**src/common/iopr_defines.vh**
```
// constants for the i/o port and reset pin block
// assumes inclusion by bare name from logic files
`ifndef IOPR_DEFINES_VH
`define IOPR_DEFINES_VH
`define IOPR_WIDE_W 8
`define IOPR_NARROW_W 4
`define IOPR_IO_ADDR_W 6
`define IOPR_BIT_ADDR_MAX 6'h1f
// i/o offsets of the port register groups
`define IOPR_WIDE_DATA 6'h1b
`define IOPR_WIDE_DIR 6'h1a
`define IOPR_WIDE_PIN 6'h19
`define IOPR_NARROW_DATA 6'h18
`define IOPR_NARROW_DIR 6'h17
`define IOPR_NARROW_PIN 6'h16
`define IOPR_FLAGS 6'h15
// single-bit operation codes
`define IOPR_OP_NONE 2'h0
`define IOPR_OP_SET 2'h1
`define IOPR_OP_CLR 2'h2
`define IOPR_OP_TEST 2'h3
// minimum reset pulse
`define IOPR_RST_MIN_NS 2500
`define IOPR_CLK_NS 100
`define IOPR_RST_CYC ((`IOPR_RST_MIN_NS + `IOPR_CLK_NS - 1) / `IOPR_CLK_NS)
`endif

```
**src/logic/iopr_pin_bank.v**
```verilog
// one bank of bidirectional pins with pull-up and direction
// assumes the pad ring resolves drive and pull from the enables
`timescale 1ns/1ns
module iopr_pin_bank #(
  parameter W = 8
) (
  // control
  input wire force_hiz,
  input wire [W-1:0] dir,
  input wire [W-1:0] data,
  // pads
  output wire [W-1:0] pad_out,
  output wire [W-1:0] pad_oe_n,
  output wire [W-1:0] pad_pullup
);
  genvar i;
  generate
    for (i = 0; i < W; i = i + 1) begin : g_bit
      // driver off while reset holds, no clock needed
      assign pad_oe_n[i] = force_hiz | ~dir[i]; // [RULE3] [RULE10]
      assign pad_out[i] = data[i];
      // pull-up only as input, never while tri-stated by reset
      assign pad_pullup[i] = ~force_hiz & ~dir[i] & data[i]; // [RULE10]
    end
  endgenerate
endmodule

```
**src/logic/iopr_top.v**
```verilog
// i/o ports, shared reset pin and bit-addressable i/o registers
// assumes a cpu core drives io_* ports synchronous to core_clk
`include "iopr_defines.vh"
`timescale 1ns/1ns
// How it works
// [RULE1] four-bit bidirectional port, each bit with its own pull-up select
// [RULE2] eight-bit bidirectional port, each bit with its own pull-up select
// [RULE3] any active reset tri-states every pin asynchronously, clock not needed; the pin reset is only seen through the clocked low counter
// [RULE4] top narrow bit is reset input unless the disable fuse reads zero
// [RULE5] low on enabled reset pin past minimum length resets the device
// [RULE6] addresses 0x00 to 0x1f allow single-bit set, clear and test
// [RULE7] status flags clear on writing one; writing zero leaves them
// [RULE8] a single-bit operation touches only the addressed bit
// [RULE9] software writes zero to reserved bits, never reserved addresses
// [RULE10] direction bit enables driver; pull-up only effective as input
module iopr_top #(
  parameter WIDE_W = `IOPR_WIDE_W,
  parameter NARROW_W = `IOPR_NARROW_W,
  parameter RST_CYC = `IOPR_RST_CYC
) (
  // clock and reset
  input wire core_clk,
  input wire rstn,
  // fuse and flag events
  input wire reset_disable_fuse,
  input wire [7:0] flag_events,
  // cpu i/o bus
  input wire [5:0] io_addr,
  input wire io_wr,
  input wire [7:0] io_wdata,
  input wire io_rd,
  output reg [7:0] io_rdata,
  input wire [1:0] io_bit_op,
  input wire [2:0] io_bit_sel,
  output wire io_bit_value,
  // wide port pads
  input wire [WIDE_W-1:0] wide_port_pins_in,
  output wire [WIDE_W-1:0] wide_port_pins_out,
  output wire [WIDE_W-1:0] wide_port_pins_oe_n,
  output wire [WIDE_W-1:0] wide_port_pins_pullup,
  // narrow port pads
  input wire [NARROW_W-1:0] narrow_port_pins_in,
  output wire [NARROW_W-1:0] narrow_port_pins_out,
  output wire [NARROW_W-1:0] narrow_port_pins_oe_n,
  output wire [NARROW_W-1:0] narrow_port_pins_pullup,
  // reset request from the pin
  output wire pin_reset_n
);
  ////////////////////////////////////////////////////////////////////////////
  reg [WIDE_W-1:0] wide_data;
  reg [WIDE_W-1:0] wide_dir;
  reg [NARROW_W-1:0] narrow_data;
  reg [NARROW_W-1:0] narrow_dir;
  reg [7:0] flags;
  reg [WIDE_W-1:0] wide_sync;
  reg [NARROW_W-1:0] narrow_sync;
  reg fuse_latched;
  reg [15:0] low_cnt;
  reg pin_rst_hold;
  wire shared_reset_pin;
  wire pin_is_reset;
  wire any_reset;
  wire [7:0] cur_val;
  wire [7:0] bit_mask;
  wire bit_ok;
  wire [15:0] rst_cyc_w;
  assign rst_cyc_w = RST_CYC;
  ////////////////////////////////////////////////////////////////////////////
  // fuse captured after release, default reset function
  always @(posedge core_clk or negedge rstn) begin
    if (!rstn) begin
      fuse_latched <= 1'b1;
    end else begin
      fuse_latched <= reset_disable_fuse;
    end
  end
  assign shared_reset_pin = narrow_port_pins_in[NARROW_W-1];
  assign pin_is_reset = fuse_latched; // [RULE4]
  // low level counted; short glitches ignored
  always @(posedge core_clk or negedge rstn) begin
    if (!rstn) begin
      low_cnt <= 16'h0000;
      pin_rst_hold <= 1'b0;
    end else if (!pin_is_reset || shared_reset_pin) begin
      low_cnt <= 16'h0000;
      pin_rst_hold <= 1'b0;
    end else if (low_cnt < rst_cyc_w) begin
      low_cnt <= low_cnt + 16'h0001;
    end else begin
      pin_rst_hold <= 1'b1; // [RULE5]
    end
  end
  // pin_reset_n only follows the clocked low counter; nothing here drives rstn from the pad
  assign pin_reset_n = ~pin_rst_hold; // [RULE5]
  assign any_reset = ~rstn | pin_rst_hold; // [RULE3]
  ////////////////////////////////////////////////////////////////////////////
  // pin input sampling
  always @(posedge core_clk or negedge rstn) begin
    if (!rstn) begin
      wide_sync <= {WIDE_W{1'b0}};
      narrow_sync <= {NARROW_W{1'b0}};
    end else begin
      wide_sync <= wide_port_pins_in;
      narrow_sync <= narrow_port_pins_in;
    end
  end
  ////////////////////////////////////////////////////////////////////////////
  // current value of addressed register
  assign cur_val = (io_addr == `IOPR_WIDE_DATA) ? wide_data :
                   (io_addr == `IOPR_WIDE_DIR) ? wide_dir :
                   (io_addr == `IOPR_WIDE_PIN) ? wide_sync :
                   (io_addr == `IOPR_NARROW_DATA) ? {4'h0, narrow_data} :
                   (io_addr == `IOPR_NARROW_DIR) ? {4'h0, narrow_dir} :
                   (io_addr == `IOPR_NARROW_PIN) ? {4'h0, narrow_sync} :
                   (io_addr == `IOPR_FLAGS) ? flags : 8'h00;
  assign bit_mask = 8'h01 << io_bit_sel;
  assign bit_ok = (io_addr <= `IOPR_BIT_ADDR_MAX); // [RULE6]
  assign io_bit_value = bit_ok & (io_bit_op == `IOPR_OP_TEST) &
                        cur_val[io_bit_sel]; // [RULE6]
  always @(posedge core_clk or negedge rstn) begin
    if (!rstn) begin
      io_rdata <= 8'h00;
    end else if (io_rd) begin
      io_rdata <= cur_val;
    end
  end
  ////////////////////////////////////////////////////////////////////////////
  // writable port registers; bit ops modify only the chosen bit
  always @(posedge core_clk or negedge rstn) begin
    if (!rstn) begin
      wide_data <= {WIDE_W{1'b0}};
      wide_dir <= {WIDE_W{1'b0}};
      narrow_data <= {NARROW_W{1'b0}};
      narrow_dir <= {NARROW_W{1'b0}};
    end else if (io_wr) begin
      case (io_addr)
        `IOPR_WIDE_DATA: wide_data <= io_wdata;
        `IOPR_WIDE_DIR: wide_dir <= io_wdata;
        `IOPR_NARROW_DATA: narrow_data <= io_wdata[3:0];
        `IOPR_NARROW_DIR: narrow_dir <= io_wdata[3:0];
        default: ;
      endcase
    end else if (bit_ok && io_bit_op == `IOPR_OP_SET) begin
      case (io_addr)
        `IOPR_WIDE_DATA: wide_data <= wide_data | bit_mask; // [RULE6] [RULE8]
        `IOPR_WIDE_DIR: wide_dir <= wide_dir | bit_mask; // [RULE6] [RULE8]
        `IOPR_NARROW_DATA: narrow_data <= narrow_data | bit_mask[3:0]; // [RULE8]
        `IOPR_NARROW_DIR: narrow_dir <= narrow_dir | bit_mask[3:0]; // [RULE8]
        default: ;
      endcase
    end else if (bit_ok && io_bit_op == `IOPR_OP_CLR) begin
      case (io_addr)
        `IOPR_WIDE_DATA: wide_data <= wide_data & ~bit_mask; // [RULE6] [RULE8]
        `IOPR_WIDE_DIR: wide_dir <= wide_dir & ~bit_mask; // [RULE6] [RULE8]
        `IOPR_NARROW_DATA: narrow_data <= narrow_data & ~bit_mask[3:0]; // [RULE8]
        `IOPR_NARROW_DIR: narrow_dir <= narrow_dir & ~bit_mask[3:0]; // [RULE8]
        default: ;
      endcase
    end
  end
  ////////////////////////////////////////////////////////////////////////////
  // status flags: write one clears, events win over clear
  always @(posedge core_clk or negedge rstn) begin
    if (!rstn) begin
      flags <= 8'h00;
    end else if (io_addr == `IOPR_FLAGS && io_wr) begin
      flags <= (flags & ~io_wdata) | flag_events; // [RULE7]
    end else if (io_addr == `IOPR_FLAGS && io_bit_op == `IOPR_OP_SET) begin
      flags <= (flags & ~bit_mask) | flag_events; // [RULE8]
    end else begin
      flags <= flags | flag_events;
    end
  end
  ////////////////////////////////////////////////////////////////////////////
  wire [NARROW_W-1:0] narrow_oe_n_raw;
  iopr_pin_bank #(.W(WIDE_W)) u_wide (
    .force_hiz(any_reset),
    .dir(wide_dir),
    .data(wide_data),
    .pad_out(wide_port_pins_out),
    .pad_oe_n(wide_port_pins_oe_n),
    .pad_pullup(wide_port_pins_pullup)
  ); // [RULE2]
  iopr_pin_bank #(.W(NARROW_W)) u_narrow (
    .force_hiz(any_reset),
    .dir(narrow_dir),
    .data(narrow_data),
    .pad_out(narrow_port_pins_out),
    .pad_oe_n(narrow_oe_n_raw),
    .pad_pullup(narrow_port_pins_pullup)
  ); // [RULE1]
  // reset-function pin never driven
  assign narrow_port_pins_oe_n = narrow_oe_n_raw |
                                 {pin_is_reset, {(NARROW_W-1){1'b0}}}; // [RULE4]
endmodule

```
**config.mk**
```make
export PLATFORM = sky130hd
export DESIGN_NAME = iopr_top
export DESIGN_NICKNAME = d
export VERILOG_FILES = /design/src/logic/iopr_pin_bank.v /design/src/logic/iopr_top.v
export VERILOG_INCLUDE_DIRS = /design/src /design/src/common
export SDC_FILE = /design/constraint.sdc
export NUM_CORES = 1
export LEC_CHECK = 0
export BUFFER_PORTS_ARGS = -buffer_cell sky130_fd_sc_hd__buf_2
export CORE_MARGIN = 3
export CORE_UTILIZATION = 54
export DETAILED_ROUTE_END_ITERATION = 12
export GPL_ROUTABILITY_DRIVEN = 1
export PLACE_DENSITY = 0.8
export SETUP_SLACK_MARGIN = 0.4
export SLEW_MARGIN = 30
export SYNTH_ARGS = -nofsm -noshare
export SYNTH_HDL_FRONTEND = slang
export SYNTH_SLANG_ARGS = --single-unit
```
**constraint.sdc**
```tcl
create_clock -name core_clk -period 2.4 [get_ports core_clk]
set_clock_uncertainty 0.15 [all_clocks]
set_input_delay 0 -clock core_clk [delete_from_list [all_inputs] [get_ports core_clk]]
set_output_delay 0 -clock core_clk [all_outputs]
set_load 0.1 [all_outputs]
```
# == Word level (Yosys, flattened, before mapping) ==
# Index checks and enable logic that the tools add are counted.
# classes
n_addsub,1
magnitude_cmp,3
n_eq_ne,23
shifts,1
mux,39
bitwise,71
n_reduce_logical,12
# op_table
operator,count
8-bit two-way mux,21
4-bit two-way mux,12
6-bit by 5-bit equality test with 1-bit output (second input constant),7
8-bit bitwise OR,5
8-bit AND,4
16-bit two-way mux,2
1-bit AND,26
2-bit != test (second input constant),9
16-bit by 1-bit adder with 16-bit output (second input constant),1
16-bit by 5-bit < comparator with 1-bit output (second input constant),1
8-bit inverter,2
4-bit AND reduction,4
1-bit inverter,15
1-bit bitwise OR,13
4-bit bitwise OR,3
4-bit AND,2
2-bit by 1-bit != test with 1-bit output (second input constant),4
1-bit by 3-bit left shift with 8-bit output (first input constant),1
6-bit by 5-bit <= comparator with 1-bit output (second input constant),1
2-bit equality test (second input constant),2
1-bit logical AND,4
3-bit by 4-bit < comparator with 1-bit output (second input constant),1
4-bit inverter,1
1-bit binary-select mux with 3-bit select,1
6 further kinds,8
# totals
register_bits,70
in_bits,44
out_inout_bits,46
elab_cells,161

# == Longest topological paths before layout ==
# Gate-level depths: netlist of run 1.
# depth
depth_word,11
ltp_mapped,8
mapped_depth_nobuf,8

# == Cells and area by module ==
# A second synthesis of run 1 with hierarchy kept.
# hier_totals
cells_unflattened,380
area_unflattened_um2,3819.9
# by_module_without_submodules
module,instances,cells_per_inst,area_per_inst_um2,seq_area_each_um2
iopr_top,1,343,3513.4,1752.9
iopr_pin_bank at u_wide,1,25,221.5,0.0
iopr_pin_bank at u_narrow,1,12,85.1,0.0

# == Least setup slack after synthesis of run 1 ==
# OpenSTA, ideal clock, no wires.
# synth_timing
path_kind,register to output
startpoint,register pin_rst_hold
endpoint,output port narrow_port_pins_pullup[0]
arrival_ps,3625
t_required_ps,2250
slack_ps,-1375
path_stages_with_launch,5
n_path_buf,1
cell_sequence,dfrtp_1 inv_1 nand2_1 clkbuf_1 nor3b_1
# synth_via
elab_chain_cells,4
# synth_rtl
element,line,source
from (decl),iopr_top.v:59,reg pin_rst_hold;
from (signal assigned),iopr_top.v:83,pin_rst_hold <= 1'b0;
from (signal assigned),iopr_top.v:86,pin_rst_hold <= 1'b0;
from (signal assigned),iopr_top.v:90,pin_rst_hold <= 1'b1;
1-bit bitwise OR,iopr_top.v:95,assign any_reset = ~rstn | pin_rst_hold;
1-bit inverter,iopr_pin_bank.v:23,assign pad_pullup[i] = ~force_hiz & ~dir[i] & data[i];
1-bit AND (2 in a row),iopr_pin_bank.v:23,
to (decl),iopr_top.v:45,"output wire [NARROW_W-1:0] narrow_port_pins_pullup,"
# No other way between the ends.

==> Implementation_results.wiki, run 1 <==
{| class="wikitable"
! Metric !! Value
|-
| Switching part of the total power || between 30% and 40%
|-
| Initial core utilization || 57.3%
|-
| Signed area change from the synthesized netlist to the final layout || 39.9%
|-
| Net load switching power || 930 µW
|-
| Longest Clk Path Bufs || 2
|-
| Transition time at the pin with the least slew margin || 0.857 ns
|-
| Post-route ant nets || 0
|-
| Via density || 6.00
|-
| First DRT Iteration DRCs || 360
|-
| Nature of the critical path endpoint || output port
|-
| Total design power || 2.82 mW
|-
| Unrepaired setup endpoints after global routing || true
|-
| Worst hold-check path type || input pin to register
|-
| Cell at the slowest stage of the critical path || dfrtp_2
|-
| Commonest cells after routing, fill and taps aside || buf_2 (74), dfrtp_1 (58), nor2_1 (46), nand2_1 (38), dlygate4sd3_1 (34)
|-
| Capturing element of the worst setup path || io_bit_value
|-
| Pin count of the biggest net entering global routing || 71
|-
| Grt ovf || 0
|-
| # DRC || 0
|-
| Clock network fraction of design power || about a third
|-
| Worst reg2reg startpoint || low_cnt[0]$_DFFE_PN0P_
|-
| Final wirelength || 11.4 mm
|-
| Clock insertion delay at the later pin of the skew report || 0.35 ns
|-
| Startpoint type of the worst setup path || register
|-
| Drt pass-1 iters || 6
|-
| Critical setup path kind || register to output port
|-
| Number of unique standard cell types used by synthesis || 62
|-
| P_leak || 2.25 nW
|-
| Cell Count, Final, Fillers Out || 599
|-
| H-tree depth reported by CTS || 3
|-
| Number of antenna repair diodes || 0
|-
| Sequential-to-total area share from yosys stat || 47.1%
|-
| Cell breakdown of the critical path || nand2b_4 -> a32o_2 -> a221oi_2 -> a21oi_2 -> nand3_1 -> nand4_1 -> buf_12
|-
| Part of the power in registers || 44.8%
|-
| Outcome || finished clean
|-
| Final weighted congestion in routability-driven placement || 0.931
|-
| Number of flops mapped to enable cells by yosys || 0
|-
| Peak clock frequency supported by timing || between 0.4 and 0.5 GHz
|-
| Largest voltage drop on the vdd net || about 0.54 mV
|-
| CTS sink cnt || 70
|-
| Largest fanout of any net on the critical path || 3
|-
| Area of the die || 0.00792 mm²
|-
| Crit path required time || 2.25 ns
|-
| Post-DP HPWL || 7.80 mm
|-
| Register-to-Register Path Depth || 9
|-
| Number of rows in the core area || 29
|-
| Global-route usage over all layers || a little under a third
|-
| Endpoint of the lowest-slack register-to-register path || low_cnt[1]$_DFFE_PN0P_
|-
| Reg clk slew, reported paths || around 0.090 ns
|-
| Most frequent standard cell in the layout excluding fill and tap cells || buf_2
|-
| CTS Buf Count || 9
|-
| Count of synthesis-stage warnings from yosys || 0
|-
| Fraction of layout instances using a drive strength above 1 || 32.0%
|-
| Internal Pwr Total || roughly 1.9 mW
|-
| CTS tree || done
|-
| Async set-reset flop share out of synthesis || 100%
|-
| Syn nets || 435
|-
| Gate count of the mapped netlist || 389
|-
| Placeable core region || roughly 0.0065 mm²
|-
| Post-Synthesis Mean Instance Area || 9.56 µm²
|-
| Count of buffers inserted at the top-level ports || 89
|-
| Combinational fraction of design power || 21.4%
|-
| CP Data Arrival Time || 2.06 ns
|-
| Wire length per cell after detailed routing || 19.1 µm
|-
| Filler cell count || between 400 and 500
|-
| Vertical die dimension || roughly 89 µm
|-
| Clock Root Buffer || clkbuf_8
|-
| Initial antenna violation count || 0
|-
| Number of nets at the end of the flow || 563
|-
| Routed vias || around 3600
|-
| Register bit count reported by yosys || 70
|-
| Area of the mapped netlist || 0.00372 mm²
|-
| Relative slew margins || 42.9%
|-
| Final setup vio count || 0
|-
| Global-route wire length before repair || approximately 18 mm
|-
| Final Max Slew Viols || 0
|-
| Start point of the worst min-delay path || io_wr
|-
| Internal reg-to-reg setup slack || 0.46 ns
|-
| Final min period || 2.21 ns
|-
| MaxCap Viol Count || 0
|-
| I/O pin count || 90
|-
| Total power divided by cell area || between 500 and 600 mW/mm²
|-
| Cell count after placement || roughly 540
|-
| Delay of the slowest cell on the worst path || 0.43 ns
|-
| Final worst-path cycle share || 92.0%
|-
| Number of global-route vias before repair || 3472
|-
| Top_reg_cell synth || dfrtp_1
|-
| Floorplan die width || just under 90 µm
|-
| Final count of hold timing violations || 0
|}
## power by group through the flow
stage / logic (mW) / registers (mW) / clock network (mW)
2_1_floorplan: 0.270 / 1.39 / 0
3_3_place_gp: 0.540 / 1.28 / 0
3_5_place_dp: 0.547 / 1.28 / 0
4_1_cts: 0.589 / 1.26 / 0.964
5_1_grt: 0.636 / 1.27 / 1.03
6_report: 0.603 / 1.26 / 0.950
## metal layers
layer  track usage (%)  share of wire [%]
met5                 0                  0
met4              8.93                1.9
met3              7.83                8.7
met2              48.7                 49
met1              41.2                 41
## cell usage after synthesis (7+ instances only)
| cell type | number | area [µm²] |
|---|---|---|
| a21oi_1 | 28 | 140 |
| nor3b_1 | 14 | 105 |
| clkbuf_1 | 8 | 30.0 |
| nand2b_1 | 12 | 75.1 |
| o31ai_1 | 7 | 52.6 |
| dfrtp_1 | 69 | 1730 |
| o21ai_0 | 10 | 50.1 |
| o21ai_1 | 9 | 45.0 |
| mux2_1 | 15 | 169 |
| inv_1 | 9 | 33.8 |
| nor2_1 | 46 | 173 |
| nand2_1 | 39 | 146 |
| and2_1 | 11 | 68.8 |
| mux2i_1 | 10 | 100 |
| nand3_1 | 13 | 65.1 |
## final cells by class
| class | instances | area [µm²] | share of cell area (%) |
|---|---|---|---|
| clock buffer | 11 | 131 | 2.52 |
| tap | 77 | 96.3 | 1.85 |
| multi-input combinational | 290 | 2020 | 38.8 |
| clock inverter | 5 | 58.8 | 1.13 |
| timing repair buffer | 136 | 1080 | 20.8 |
| sequential | 70 | 1770 | 34.0 |
| inverter | 10 | 41.3 | 0.793 |
## stage by stage
stage	TNS (ns)	utilization, %	cell area, µm²	setup WS (ns)	hold WS [ns]
4_1_cts	0	79.2	5140	0.166	0.0134
2_1_floorplan	-0.00904	-	3910	-0.00904	-0.446
3_3_place_gp	0	70.2	4560	0.446	-0.0438
3_5_place_dp	0	70.2	4560	0.384	-0.0425
5_1_grt	0	80.1	5200	0.118	0.0299
6_report	0	80.1	5200	0.192	0.0303
## cell families (layout without fill, tap and decap cells)
kind of cell               after synthesis  after routing  synth area share, %
muxes                                   30             30                 8.75
AOI/OAI and AO/OA                       88             88                 15.5
and+or+nand+nor                        167            167                 23.5
xor gates and xnor gates                 3              3                0.707
adders and majority gates                2              2                0.673
buffers and inverters                   29            162                 3.73
DFF                                     70             70                 47.1
## worst min path at each step
stage	end	slack, ns	cells after the start
floorplan	async pin	-0.45	0
finish	register	0.03	3
CTS	register	0.01	3
detailed placement	fuse_latched$_DFF_PN1_	-0.04	1
global route	register	0.03	3
global placement	fuse_latched$_DFF_PN1_	-0.04	1
## critical path: cells and delay by family (launching register included)
family	cells	cell delay, ns
flip-flops	1	0.43
buffers and inverters	1	0.24
AO/OA/AOI/OAI	3	0.60
AND/OR/NAND/NOR	3	0.44
## timing repair
| action | in CTS | in global routing |
|---|---|---|
| resized for setup | 3 | 12 |
| pin swaps | 5 | 8 |
| endpoints found under the setup margin | 2 | 23 |
| endpoints found under the hold margin | 123 | 0 |
| hold buffers | 34 | 0 |
| setup buffers | 5 | 3 |
Power figures use the tool's default switching activity.
==> run 2, diff against run 1 <==
- SETUP_SLACK_MARGIN: 0.4 -> default
==> run 2 against run 1 <==
Effect of this change: via count increased by 0.86%; sequential share of layout area increased by 0.47 points; combinational power about the same; sequential power about the same; highest routed layer unchanged; die area unchanged.
==> Implementation_results.wiki, run 2 (same netlist as run 1, synthesis figures left out) <==
{| class="wikitable"
! Metric !! Value
|-
| Worst hold-check path type || input pin to register
|-
| Via density || 6.08
|-
| Outcome || finished clean
|-
| Reg clk slew, reported paths || 0.08 ns
|-
| MaxCap Viol Count || 0
|-
| Startpoint type of the worst setup path || input pin
|-
| Commonest cells after routing, fill and taps aside || buf_2 (76), dfrtp_1 (60), nor2_1 (45), nand2_1 (39), dlygate4sd3_1 (36)
|-
| Cell at the slowest stage of the critical path || dlygate4sd3_1
|-
| Largest voltage drop on the vdd net || 0.398 mV
|-
| Final setup margin || 0.0897 ns
|-
| # DRC || 0
|-
| Internal reg-to-reg setup slack || 0.44 ns
|-
| Cell count after placement || 543
|-
| Placeable core region || 0.00649 mm²
|-
| Clock insertion delay at the later pin of the skew report || about 0.35 ns
|-
| Post-Place Worst Slack || just under 0.3 ns
|-
| Largest fanout of any net on the critical path || 27
|-
| Global-route usage over all layers || 30.5%
|-
| Floorplan die width || around 89 µm
|-
| Final count of hold timing violations || 0
|-
| Number of antenna repair diodes || 0
|-
| Global-route wire length before repair || 17.9 mm
|-
| Final worst-path cycle share || 96.3%
|-
| Peak clock frequency supported by timing || approximately 0.43 GHz
|-
| Final weighted congestion in routability-driven placement || 0.955
|-
| Cell Count, Final, Fillers Out || around 600
|-
| H-tree depth reported by CTS || 3
|-
| Vertical die dimension || slightly below 90 µm
|-
| Area of the die || roughly 0.0079 mm²
|-
| Most frequent standard cell in the layout excluding fill and tap cells || buf_2
|-
| Most repeated library cell on the critical path || dlygate4sd3_1
|-
| Signed area change from the synthesized netlist to the final layout || 37.8%
|-
| Post-DP HPWL || around 8 mm
|-
| Nature of the critical path endpoint || register
|-
| Crit path required time || 2.48 ns
|-
| CTS sink cnt || 70
|-
| Routed vias || 3626
|-
| Delay of the slowest cell on the worst path || 0.56 ns
|-
| Pin count of the biggest net entering global routing || 71
|-
| Cell breakdown of the critical path || dlygate4sd3_1 -> buf_2 -> buf_4 -> nand2b_1 -> nor3_2 -> nand3_1 -> a31o_1 -> dlygate4sd3_1
|-
| Final min period || about 2.3 ns
|-
| Number of rows in the core area || 29
|-
| Instance area after placement || 0.00457 mm²
|-
| Total design power || 2.70 mW
|-
| Final wirelength || 11.6 mm
|-
| Post-CTS Setup Bufs || 0
|-
| CP Data Arrival Time || 2.39 ns
|-
| CTS Buf Count || 9
|-
| Total power divided by cell area || between 500 and 600 mW/mm²
|-
| Final setup vio count || 0
|-
| CTS tree || done
|-
| Area of all placed cells without fillers || 0.00512 mm²
|-
| Initial core utilization || 57.3%
|-
| I/O pin count || 90
|-
| Fraction of layout instances using a drive strength above 1 || 29.9%
|-
| Longest Clk Path Bufs || 2
|-
| Drt pass-1 iters || 6
|-
| Transition time at the pin with the least slew margin || 0.707 ns
|-
| Critical setup path kind || input pin to register
|-
| Number of global-route vias before repair || 3494
|-
| Count of buffers inserted at the top-level ports || 89
|-
| Wire length per cell after detailed routing || between 15 and 20 µm
|-
| P_leak || 2.21 nW
|-
| Post-route ant nets || 0
|-
| Grt ovf || 0
|-
| Unrepaired setup endpoints after global routing || false
|-
| Initial antenna violation count || 0
|-
| Relative slew margins || around 53%
|-
| Final Max Slew Viols || 0
|-
| Number of nets at the end of the flow || 560
|-
| First DRT Iteration DRCs || 356
|-
| Clock Root Buffer || clkbuf_8
|}
run 2: changes by cell type in the layout (fill, tap and decap cells not counted), sizes merged:
cell,previous run,this run
clkinv,1,5
clkinvlp,3,2
dlygate4sd3,34,36
clkbuf,12,10
inv,10,9
bufinv,1,0
buf,101,97
run 2: critical path: cells and delay by family:
family | cells | cell delay, ns
AOI/OAI and AO/OA | 1 | 0.24
buffers and inverters | 4 | 1.44
and+or+nand+nor | 3 | 0.70
run 2: timing repair:
action                                  CTS  global route
hold endpoints to repair                123             0
resized for setup                         0             2
hold buffers                             36             0
endpoints found under the setup margin    0             4
run 2: power breakdown:
group	switching [mW]	internal [mW]
clock network	0.464	0.373
registers	0.0408	1.22
logic	0.421	0.180
total	0.926	1.77
run 2: path summary, 6_finish.rpt:
kind                                               from                      end  cells after the start
worst max-delay path                              io_wr       flags[7]$_DFF_PN0_                      8
worst min-delay path                         io_addr[5]                 register                      4
worst max register to register  low_cnt[12]$_DFFE_PN0P_   low_cnt[3]$_DFFE_PN0P_                      4
worst min register to register  low_cnt[13]$_DFFE_PN0P_  low_cnt[13]$_DFFE_PN0P_                      1
max in group asynchronous                          rstn                async pin                      4
min in group asynchronous                          rstn   low_cnt[1]$_DFFE_PN0P_                      3
run 2: layout make-up:
cell class | count | area, µm²
multi-input combinational | 290 | 1980
clock inverter | 6 | 40.0
fill | 399 | 1370
tap | 77 | 96.3
sequential | 70 | 1770
clock buffer | 10 | 128
inverter | 10 | 41.3
timing repair buffer | 133 | 1070
run 2: metrics by stage:
step	utilization, %	hold WS (ns)	setup TNS [ns]
final	78.9	0.0881	0
after CTS	78.5	0.0855	0
after floorplan	-	-0.446	-0.300
after global placement	70.3	-0.0431	0
after detailed placement	70.4	-0.0438	0
after global routing	78.9	0.0848	0
run 2: routing by layer:
layer	up-vias	share of wire (%)	routed length, µm	GRT usage [%]
met4	0	2.4	282	10.7
met3	32	8.3	967	5.16
met2	197	50	5770	50.8
met1	1753	39	4570	40.5
met5	-	0	0	0
li1	1644	-	-	-
